`config.mk`:
```
export PLATFORM = sky130hd
export DESIGN_NAME = global_reset_id_irq_status
export DESIGN_NICKNAME = d
export VERILOG_FILES = /design/src/hdl/global_regs_pkg.sv /design/src/hdl/global_reset_id_irq_status.sv
export VERILOG_INCLUDE_DIRS = /design/src /design/src/hdl
export SDC_FILE = /design/constraint.sdc
export NUM_CORES = 1
export LEC_CHECK = 0
export BUFFER_PORTS_ARGS = -buffer_cell sky130_fd_sc_hd__buf_2
export CAP_MARGIN = 20
export CORE_MARGIN = 5
export CORE_UTILIZATION = 45
export DETAILED_ROUTE_END_ITERATION = 12
export PLACE_DENSITY_LB_ADDON = 0.25
export SLEW_MARGIN = 20
export SYNTH_ARGS = -nofsm -noshare
export SYNTH_HDL_FRONTEND = slang
export SYNTH_SLANG_ARGS = --single-unit
export TNS_END_PERCENT = 50
```
`constraint.sdc`:
```
create_clock -name aclk -period 2.45 [get_ports aclk]
set_input_delay 0.1225 -clock aclk [delete_from_list [all_inputs] [get_ports aclk]]
set_output_delay 0.1225 -clock aclk [all_outputs]
set_load 0.03 [all_outputs]
```
`src/hdl/global_regs_defines.svh`:
```
// Register offsets, field positions, reset values and identity for the global register group.
`ifndef GLOBAL_REGS_DEFINES_SVH
`define GLOBAL_REGS_DEFINES_SVH
`define IDX_RESET_CTRL_LOW 16'h00f6
`define IDX_DEVICE_IDENTITY 16'h00f8
`define IDX_FRAMER_SUM_LOW 16'h00f9
`define IDX_RESET_CTRL_HIGH 16'h20f6
`define IDX_FRAMER_SUM_HIGH 16'h20f9
`define IDX_IRQ_STATUS 16'h2100
`define IDX_IRQ_MASK 16'h2101
`define BIT_FRAMER_RST 0
`define BIT_TESTER_RST 1
`define BIT_LINE_RST 2
`define RESET_CTRL_USED 8'h07
`define RESET_CTRL_INIT 8'h00
`define SUMMARY_INIT 8'h00
`define PART_CODE_DEFAULT 5'h15
`define DIE_REV_DEFAULT 3'h1
`define AXI_RESP_OKAY 2'h0
`define AXI_RESP_SLVERR 2'h2
`endif

```
`src/hdl/global_regs_pkg.sv`:
```
// Types shared by the global register group.
package global_regs_pkg;
  typedef enum logic [2:0] {
    SEL_NONE, SEL_RST_LOW, SEL_RST_HIGH, SEL_IDENT, SEL_SUM_LOW, SEL_SUM_HIGH,
    SEL_IRQ_STATUS, SEL_IRQ_MASK
  } reg_sel_t;
  typedef enum logic {
    WR_IDLE, WR_RESP
  } wr_state_t;
  typedef struct packed {
    logic [7:0] rst_low;
    logic [7:0] rst_high;
    logic [7:0] sum_low;
    logic [7:0] sum_high;
    logic [5:0] irq_status;
    logic [5:0] irq_mask;
    logic aw_held;
    logic [15:0] aw_addr;
    logic w_held;
    logic [31:0] w_data;
    logic [3:0] w_strb;
    wr_state_t wr_state;
    logic [1:0] bresp;
    logic rvalid;
    logic [31:0] rdata;
    logic [1:0] rresp;
  } regs_state_t;
endpackage

```
`src/hdl/global_reset_id_irq_status.sv`:
```
// Global soft reset, identity and framer interrupt summary registers on AXI4-Lite.
`timescale 1ns/100ps
`include "global_regs_defines.svh"

module global_reset_id_irq_status
  import global_regs_pkg::*;
#(
  parameter logic [4:0] PART_CODE = `PART_CODE_DEFAULT,
  parameter logic [2:0] DIE_REVISION = `DIE_REV_DEFAULT,
  parameter int CHANNELS = 16
) (
  input wire logic aclk,
  input wire logic aresetn,
  input wire logic [17:0] s_axi_awaddr,
  input wire logic s_axi_awvalid,
  output logic s_axi_awready,
  input wire logic [31:0] s_axi_wdata,
  input wire logic [3:0] s_axi_wstrb,
  input wire logic s_axi_wvalid,
  output logic s_axi_wready,
  output logic [1:0] s_axi_bresp,
  output logic s_axi_bvalid,
  input wire logic s_axi_bready,
  input wire logic [17:0] s_axi_araddr,
  input wire logic s_axi_arvalid,
  output logic s_axi_arready,
  output logic [31:0] s_axi_rdata,
  output logic [1:0] s_axi_rresp,
  output logic s_axi_rvalid,
  input wire logic s_axi_rready,
  input wire logic [CHANNELS-1:0] framer_irq,
  output logic [CHANNELS-1:0] line_iface_soft_reset,
  output logic [CHANNELS-1:0] tester_soft_reset,
  output logic [CHANNELS-1:0] framer_soft_reset,
  output logic irq
);

  // Decode a word index into a register select; used by both read and write paths.
  // Any index not listed is unmapped, and both channels answer it with an error
  // rather than letting it alias onto a real register.
  function automatic reg_sel_t decode(input logic [15:0] idx);
    case (idx)
      `IDX_RESET_CTRL_LOW: decode = SEL_RST_LOW;
      `IDX_RESET_CTRL_HIGH: decode = SEL_RST_HIGH;
      `IDX_DEVICE_IDENTITY: decode = SEL_IDENT;
      `IDX_FRAMER_SUM_LOW: decode = SEL_SUM_LOW;
      `IDX_FRAMER_SUM_HIGH: decode = SEL_SUM_HIGH;
      `IDX_IRQ_STATUS: decode = SEL_IRQ_STATUS;
      `IDX_IRQ_MASK: decode = SEL_IRQ_MASK;
      default: decode = SEL_NONE;
    endcase
  endfunction

  // Zero-to-one changes of the three used reset bits of one group. The stored
  // value is the reference, so rewriting a one that is already set starts no
  // new reset event; both reset groups use this.
  function automatic logic [2:0] rise_of(input logic [7:0] wr, input logic [7:0] held);
    rise_of = wr[2:0] & ~held[2:0];
  endfunction

  // Selected register in byte lane zero; unmapped words and unused bits read zero.
  // Reading never changes state, so a read of the summaries is free of side effects.
  function automatic logic [7:0] read_byte(input reg_sel_t sel, input regs_state_t st);
    case (sel)
      SEL_RST_LOW: read_byte = st.rst_low;
      SEL_RST_HIGH: read_byte = st.rst_high;
      SEL_IDENT: read_byte = {PART_CODE, DIE_REVISION};
      SEL_SUM_LOW: read_byte = st.sum_low;
      SEL_SUM_HIGH: read_byte = st.sum_high;
      SEL_IRQ_STATUS: read_byte = {2'h0, st.irq_status};
      SEL_IRQ_MASK: read_byte = {2'h0, st.irq_mask};
      default: read_byte = 8'h00;
    endcase
  endfunction

  // Registered state of the whole block except the synchroniser, and its next value.
  regs_state_t s_q;
  regs_state_t s_d;

  // Three-stage synchroniser for the framer lines, one row of flip-flops per stage.
  logic [2:0][CHANNELS-1:0] f_sync_q;

  // Framer lines after the agreement filter, safe to use in the register domain.
  logic [CHANNELS-1:0] f_live;

  // Framer lines come from other clock domains, so each passes three flip-flops.
  // Only stage one reads stage zero, which gives a metastable first stage a full
  // cycle to settle before any decision depends on it.
  always_ff @(posedge aclk) begin
    if (!aresetn) begin
      f_sync_q <= '0;
    end else begin
      f_sync_q[0] <= framer_irq;
      f_sync_q[1] <= f_sync_q[0];
      f_sync_q[2] <= f_sync_q[1];
    end
  end

  // Filtered line per framer: a change counts once stages one and two agree,
  // and the summary bit keeps its old value while they still differ. The price
  // is one more cycle between a framer line and its summary bit.
  genvar g;
  generate
    for (g = 0; g < CHANNELS; g++) begin : g_filt
      if (g < 8) begin : g_lo
        // Framers 1 to 8 fall back on the low summary.
        assign f_live[g] = (f_sync_q[1][g] == f_sync_q[2][g]) ? f_sync_q[2][g] :
                           s_q.sum_low[g];
      end else begin : g_hi
        // Framers 9 to 16 fall back on the high summary.
        assign f_live[g] = (f_sync_q[1][g] == f_sync_q[2][g]) ? f_sync_q[2][g] :
                           s_q.sum_high[g - 8];
      end
    end
  endgenerate

  // Next-state logic for the registers and both bus channels. Every variable
  // declared here gets a value at the top, so no path leaves a latch behind.
  always_comb begin
    logic wr_fire;
    logic rd_fire;
    logic [7:0] wbyte;
    logic [7:0] rbyte;
    logic [5:0] rise;
    reg_sel_t wsel;
    reg_sel_t rsel;

    // Defaults: nothing fires, nothing rises and all state holds.
    wr_fire = 1'b0;
    rd_fire = 1'b0;
    wbyte = 8'h00;
    rbyte = 8'h00;
    rise = 6'h00;
    wsel = SEL_NONE;
    rsel = SEL_NONE;
    s_d = s_q;

    // Live framer summaries, framer n at bit n-1.
    // They are rewritten every cycle from the filtered lines, so no bus write can
    // reach them; a bit falls only when the framer itself drops its line.
    s_d.sum_low = f_live[7:0];
    s_d.sum_high = f_live[15:8];

    // Write address and write data are captured independently and in either
    // order. Each ready falls once its item is held, so a master that offers
    // one channel early simply waits for the other.
    if (s_axi_awvalid && s_axi_awready) begin
      s_d.aw_held = 1'b1;
      s_d.aw_addr = s_axi_awaddr[17:2];
    end
    if (s_axi_wvalid && s_axi_wready) begin
      s_d.w_held = 1'b1;
      s_d.w_data = s_axi_wdata;
      s_d.w_strb = s_axi_wstrb;
    end

    // The write is carried out one cycle after both halves are held. Decoding
    // the held address keeps the register update off the bus input path, at the
    // cost of one cycle of response latency.
    wr_fire = (s_q.wr_state == WR_IDLE) && s_q.aw_held && s_q.w_held;
    wsel = decode(s_q.aw_addr);
    wbyte = s_q.w_data[7:0];

    // Write channel: idle until a write fires, then answer until it is taken.
    case (s_q.wr_state)
      WR_IDLE: begin
        if (wr_fire) begin
          // Free both capture slots and raise the response.
          s_d.aw_held = 1'b0;
          s_d.w_held = 1'b0;
          s_d.wr_state = WR_RESP;
          // Unmapped words answer with an error; read-only words answer OKAY.
          s_d.bresp = (wsel == SEL_NONE) ? `AXI_RESP_SLVERR : `AXI_RESP_OKAY;
          // Only byte lane zero carries register bits; without its strobe the
          // write is answered but changes nothing.
          if (s_q.w_strb[0]) begin
            case (wsel)
              SEL_RST_LOW: begin
                // Stored value held until rewritten; unused bits dropped.
                s_d.rst_low = wbyte & `RESET_CTRL_USED;
                rise[2:0] = rise_of(wbyte, s_q.rst_low);
              end
              SEL_RST_HIGH: begin
                // Same handling for channels 9 to 16.
                s_d.rst_high = wbyte & `RESET_CTRL_USED;
                rise[5:3] = rise_of(wbyte, s_q.rst_high);
              end
              SEL_IRQ_MASK: begin
                // Mask bits line up with the status bits.
                s_d.irq_mask = wbyte[5:0];
              end
              SEL_IRQ_STATUS: begin
                // Writing a one clears that status bit; zeros leave bits alone.
                s_d.irq_status = s_q.irq_status & ~wbyte[5:0];
              end
              default: begin
                // Identity and summaries ignore writes.
                s_d.irq_mask = s_q.irq_mask;
              end
            endcase
          end
        end
      end
      WR_RESP: begin
        // The response stands until the master signals that it has taken it.
        if (s_axi_bready) begin
          s_d.wr_state = WR_IDLE;
        end
      end
      default: begin
        s_d.wr_state = WR_IDLE;
      end
    endcase

    // Rising edges set sticky status; a set in the same cycle as a clear wins.
    s_d.irq_status = s_d.irq_status | rise;

    // Read channel: one read at a time. The live address is decoded because
    // arready already guarantees that no earlier answer is still waiting.
    rd_fire = s_axi_arvalid && s_axi_arready;
    rsel = decode(s_axi_araddr[17:2]);
    rbyte = read_byte(rsel, s_q);

    // The answer is registered and stands until rready; upper bits read zero.
    if (rd_fire) begin
      s_d.rvalid = 1'b1;
      s_d.rdata = {24'h000000, rbyte};
      s_d.rresp = (rsel == SEL_NONE) ? `AXI_RESP_SLVERR : `AXI_RESP_OKAY;
    end else if (s_q.rvalid && s_axi_rready) begin
      s_d.rvalid = 1'b0;
    end
  end

  // One register for all state but the synchroniser; synchronous active-low reset.
  // The reset bits and summaries are named again here so that their documented
  // reset values stay visible even though the whole struct starts at zero.
  always_ff @(posedge aclk) begin
    if (!aresetn) begin
      s_q <= '0;
      s_q.rst_low <= `RESET_CTRL_INIT;
      s_q.rst_high <= `RESET_CTRL_INIT;
      s_q.sum_low <= `SUMMARY_INIT;
      s_q.sum_high <= `SUMMARY_INIT;
      s_q.wr_state <= WR_IDLE;
    end else begin
      s_q <= s_d;
    end
  end

  // Bus handshakes: address and data accepted once each until the write completes.
  // The readies are combinational from state only, never from the valids, so no
  // loop through the master's logic can form.
  assign s_axi_awready = !s_q.aw_held && (s_q.wr_state == WR_IDLE);
  assign s_axi_wready = !s_q.w_held && (s_q.wr_state == WR_IDLE);

  // Write answer straight from registers, steady while it stands.
  assign s_axi_bvalid = (s_q.wr_state == WR_RESP);
  assign s_axi_bresp = s_q.bresp;

  // Read side: a new address is refused while an answer is still standing.
  assign s_axi_arready = !s_q.rvalid;
  assign s_axi_rvalid = s_q.rvalid;
  assign s_axi_rdata = s_q.rdata;
  assign s_axi_rresp = s_q.rresp;

  // Soft resets fan out per group of eight and hold while the stored bit is one.
  // They are plain levels from flip-flops; the channel logic behind them sees no
  // pulse, so a reset lasts exactly as long as software leaves the bit set.
  generate
    for (g = 0; g < CHANNELS; g++) begin : g_rst
      if (g < 8) begin : g_low
        assign line_iface_soft_reset[g] = s_q.rst_low[`BIT_LINE_RST];
        assign tester_soft_reset[g] = s_q.rst_low[`BIT_TESTER_RST];
        assign framer_soft_reset[g] = s_q.rst_low[`BIT_FRAMER_RST];
      end else begin : g_high
        assign line_iface_soft_reset[g] = s_q.rst_high[`BIT_LINE_RST];
        assign tester_soft_reset[g] = s_q.rst_high[`BIT_TESTER_RST];
        assign framer_soft_reset[g] = s_q.rst_high[`BIT_FRAMER_RST];
      end
    end
  endgenerate

  // Level interrupt while any unmasked reset-start event is pending.
  // Both operands are registers, so the pin cannot glitch between clock edges.
  assign irq = |(s_q.irq_status & s_q.irq_mask);

endmodule

```
## Word level (Yosys, flattened, before mapping)

Cells that the tools add are included.

- Bits in registers: 150
- Input bits: 95
- Output and inout port bits: 90
- Logic and storage cells: 126

- Equal/unequal tests: 41
- Mux-type cells: 24
- Bitwise gates (word level): 9
- Reduce and logical (&&, ||, !) cells: 19

Operator list:

| cell | number |
|---|---|
| $eq 16x14->1 const B | 8 |
| $eq 16x8->1 const B | 6 |
| $pmux 8 s7 | 1 |
| $pmux 3 s7 | 2 |
| $mux 37 | 1 |
| $mux 6 | 5 |
| $mux 13 | 2 |
| $eq 3x3->1 const B | 6 |
| $mux 17 | 1 |
| $eq 1x1->1 | 16 |
| $and 6x6->6 | 2 |
| $mux 12 | 1 |
| $reduce_and 4->1 | 3 |
| $eq 3x2->1 const B | 3 |
| $mux 3 | 3 |
| $logic_and 1x1->1 | 8 |
| $and 3x3->3 | 2 |
| $eq 3x1->1 const B | 2 |
| $logic_not 3->1 | 2 |
| $not 3->3 | 2 |
| $not 6->6 | 1 |
| $or 6x6->6 | 1 |
| $reduce_or 6->1 | 1 |
| $mux 1 | 5 |
| 6 further kinds | 9 |

## Depth between registers and ports, before layout

- Depth in word-level cells: 8
- Mapped depth: 7
- Gate-level depth less buffers: 5

## Worst setup path before layout

No wires, ideal clock.

- Path type: register to register
- Start: register s_q (netlist bit s_axi_bvalid)
- End: register s_q[85] in the netlist's numbering
- Library setup time: 0.071 ns
- Arrival: 1.813 ns
- Data required time: 2.379 ns
- Path slack: 0.566 ns
- Cell stages (with the launch flop): 7
- Buffers on the path: 2
- Period minus slack after synthesis: 1.884 ns
- Cell sequence: dfxtp_1 -> nor2_1 -> and2_1 -> clkbuf_1 -> clkbuf_1 -> nand2_1 -> a21oi_1

- Word-level cells in the longest chain between the ends: 3

RTL lines:

| element | line | RTL |
|---|---|---|
| from (decl) | global_reset_id_irq_status.sv:77 | `regs_state_t s_q;` |
| $not 1->1 (no source line) | - |  |
| $logic_and 1x1->1 | global_reset_id_irq_status.sv:253 | `assign s_axi_awready = !s_q.aw_held && (s_q.wr_state == WR_IDLE);` |
| net s_axi_awready | global_reset_id_irq_status.sv:16 | `output logic s_axi_awready,` |
| $logic_and 1x1->1 | global_reset_id_irq_status.sv:147 | `if (s_axi_awvalid && s_axi_awready) begin` |

The timed path passes the listed nets, and every way through them passes these cells.
A chain may end at the register's enable or synchronous reset.

## Worst setup path after layout

- Start: register s_q[90] in the netlist's numbering
- End: register s_q[98] in the netlist's numbering

- Word-level cells in the longest chain between the ends: 8

RTL lines:

| element | line | RTL |
|---|---|---|
| $eq 16x14->1 or $eq 16x8->1 (tied branches) | global_reset_id_irq_status.sv:42 | `case (idx)` |
| $pmux 3 s7 (*) | global_reset_id_irq_status.sv:42 |  |
| $eq 3x3->1 or $eq 3x1->1 (tied branches) | global_reset_id_irq_status.sv:177 | `case (wsel)` |
| $mux 6 or $mux 3 (tied branches) | global_reset_id_irq_status.sv:177 |  |
| $mux 12 or $mux 6 (tied branches) | global_reset_id_irq_status.sv:176 | `if (s_q.w_strb[0]) begin` |
| $mux 13 or $mux 6 (tied branches) | global_reset_id_irq_status.sv:167 | `if (wr_fire) begin` |
| $mux 13 or $mux 6 (tied branches) | global_reset_id_irq_status.sv:165 | `case (s_q.wr_state)` |
| $or 6x6->6 (*) | global_reset_id_irq_status.sv:216 | `s_d.irq_status = s_d.irq_status \| rise;` |

Every way passes the cells marked *; elsewhere a longest branch is shown, timed or not.

==> qor.yml <==
synthesis:
  ys_seq_elements: 119
  synth.area.top_cells: "dfxtp_1, buf_4, and2_1"
  syn_area_mm2: 0.00510
  synth-edff-count: 0
  synth_top_cell_area_share_pct: 46.7
  syn-instance-count: 562
  synth_seq_area_share_pct: 46.7
  syn_area_per_cell_um2: 9.07
  ys_async_sr_fraction_pct: 0
  synth_cell_types: 54
  ys_dominant_reg_cell: "dfxtp_1"
  yosysWarnings: 0
  yosysTopAreaCell: "dfxtp_1"
final_layout:
  fin_area_mm2: 0.00635
  nets: 766
  antennaDiodeCount: 0
  postLayoutCoreUtil_pct: 57.8
  drive_above_1_share_pct: 24.9
  syn2layout_area_growth_pct: 24.6
timing:
  slew_headroom_pct: 49.1
  slew_violations: 0
  clock_skew_ns: 0.0104
  rsz0062_at_grt: "false"
  min_period_ns: 1.84
  setup_tns_ns: 0
  finalCritPeriodShare_pct: 75.0
  max_freq_mhz: 544
  fin_ws_ns: 0.612
  setup_violations: 0
  hold_viol_final: 0
  worst_slew_pin_slew_ns: 0.761
setup_path:
  r2r_start: "s_q[90]$_SDFFE_PN0P_"
  start_kind: "flip-flop"
  crit_start: "s_q[90]$_SDFFE_PN0P_"
  crit_required_ns: 2.78
  cp-end-kind: "flip-flop"
  critPathArrivalTime_ns: 2.16
  crit_type: "flip-flop to flip-flop"
  path_max_fanout: 4
cts:
  clock_path_buffers: 2
  cts_max_level: 4
  insertion_delay_ns: 0.40
  cts_buffers: 17
  cts-root-buf: "clkbuf_16"
  cts.repair.resized: 0
  cts_tree: "done"
  cts_sinks: 119
  cts_setup_buffers: 0
  clk_pin_slew_ns: 0.05
global_route:
  antenna_found_initial: 0
  grt_max_degree: 44
  grt_usage_pct: 16.8
  grt_pass1_wl_um: 17600
  grt-busiest-layer: "met2"
  overflow: 0
  met3_usage_pct: 4.61
  globalRouteMet1Util_pct: 20.4
  grt_pass1_vias: 3694
  grt_use_met2_pct: 27.8
status:
  status: "completed"
detailed_routing:
  viasPerCell: 4.91
  num_vias: 4049
  postRouteAntennaNets: 0
  drc: 0
  drtIter0Drc: 98
  wl_um: 11200
  wire_per_inst_um: 13.6
  first_pass_iters: 4
placed_design:
  gp_congestion: 0.863
  pre_cts_slack_ns: 0.649
  placed_area_mm2: 0.00531
  port_buffers: 125
  dpl.hpwl_um: 7930
die:
  die_y_um: 116
  pin_count: 185
  design.core.area_mm2: 0.0110
  die_area_mm2: 0.0136
  die_w_um: 116
  initial_core_util_pct: 46.4
  rows: 38
power:
  powerDensity_mw_per_mm2: 794
  p_leak_nw: 2.83
  fin_total_pwr_w: 0.00504
  peakVddDrop_mv: 0.531
hold_path:
  min_path_type: "primary input to flip-flop"
  hp-start: "s_axi_bready"
job:
  max_cap_violations: 0
## report_power, final
part | switching, W | total (W) | internal [W]
clock network | 0.000851 | 0.00260 | 0.00175
registers | 0.0000443 | 0.00205 | 0.00201
logic | 0.000228 | 0.000387 | 0.000159
## critical path, stage by stage (launching register included)
cell       delay (ns)
dfxtp_1          0.31
nor4_2           0.42
and4_1           0.31
nand4_2          0.21
or2_2            0.37
o2bb2ai_1        0.13
## cells in the mapped netlist (3+ instances only)
library cell,n
o2bb2ai_1,3
buf_1,3
nand4_1,4
nand2_1,71
buf_4,84
nor3b_1,4
clkbuf_1,15
a21o_1,3
nor2_1,27
dfxtp_1,119
inv_1,4
o21ai_0,21
mux2i_1,25
o21ai_1,4
a31oi_1,13
a21oi_1,40
and3_1,4
nand3_1,3
and2_1,51
nand2b_1,5
nor2b_1,4
nor3_1,3
a22oi_1,7
nor4b_1,4
## worst paths after layout
check,to,slack [ns],depth (start not counted)
hold reg to reg,f_sync_q[19]$_SDFF_PN0_,0.42,1
setup reg to reg,s_q[98]$_SDFF_PN0_,0.61,5
setup / recovery,s_q[98]$_SDFF_PN0_,0.61,5
hold / removal,s_axi_bvalid$_SDFF_PN0_,0.04,3
## what timing repair did
| action | in CTS | in global routing |
|---|---|---|
| endpoints found under the setup margin | 0 | 0 |
| endpoints found under the hold margin | 40 | 0 |
| hold buffers | 41 | 0 |
## flip-flops by register name (all words and copies together) (netlist names)
name,count
f_sync_q,48
framer_soft_reset,2
line_iface_soft_reset,2
s_axi_bresp,1
s_axi_bvalid,1
s_axi_rdata,8
s_axi_rresp,1
s_axi_rvalid,1
s_q,53
tester_soft_reset,2
## kinds of logic after synthesis
kind of cell	count (synthesis)	synth area share, %
other	1	0.0736
AO/OA/AOI/OAI	110	13.1
multiplexers	25	4.91
buffers and inverters	109	14.3
AND/OR/NAND/NOR	198	20.9
flip-flops	119	46.7
## final cells by class
class / instances / area [um2]
Clock buffer: 20 / 457
Multi-Input combinational cell: 359 / 2080
Tap cell: 140 / 175
Inverter: 4 / 15.0
Clock inverter: 12 / 175
Sequential cell: 119 / 2380
Fill cell: 940 / 4630
Timing Repair Buffer: 170 / 1070
## through the flow
stage          cells  hold WS, ns
2_1_floorplan    587        0.222
3_3_place_gp     751        0.307
3_5_place_dp     751        0.315
4_1_cts          824       0.0237
5_1_grt          824       0.0321
6_report         824       0.0358
## cells in the final DEF (no fill, tap or decap), drive strengths merged, types with 5 or more instances in the layout
cell type    synthesis  final
nand4                6      6
o21ai               25     25
nand2b               5      5
buf                 89    129
nor2                28     28
a31oi               13     13
nand2               71     71
a22oi                7      7
clkbuf              16     20
conb                 1     26
dfxtp              119    119
a21oi               42     42
and2                51     51
mux2i               25     25
clkinv               0      5
dlygate4sd3          0     41
## routing by layer
| metal | share of wire (%) | vias to the layer above |
|---|---|---|
| met5 | 0 | - |
| met4 | 2.1 | 0 |
| met3 | 7.4 | 23 |
| met2 | 47 | 135 |
| met1 | 43 | 1856 |
| li1 | - | 2035 |
Note: power is estimated with default switching activity, not from simulation.
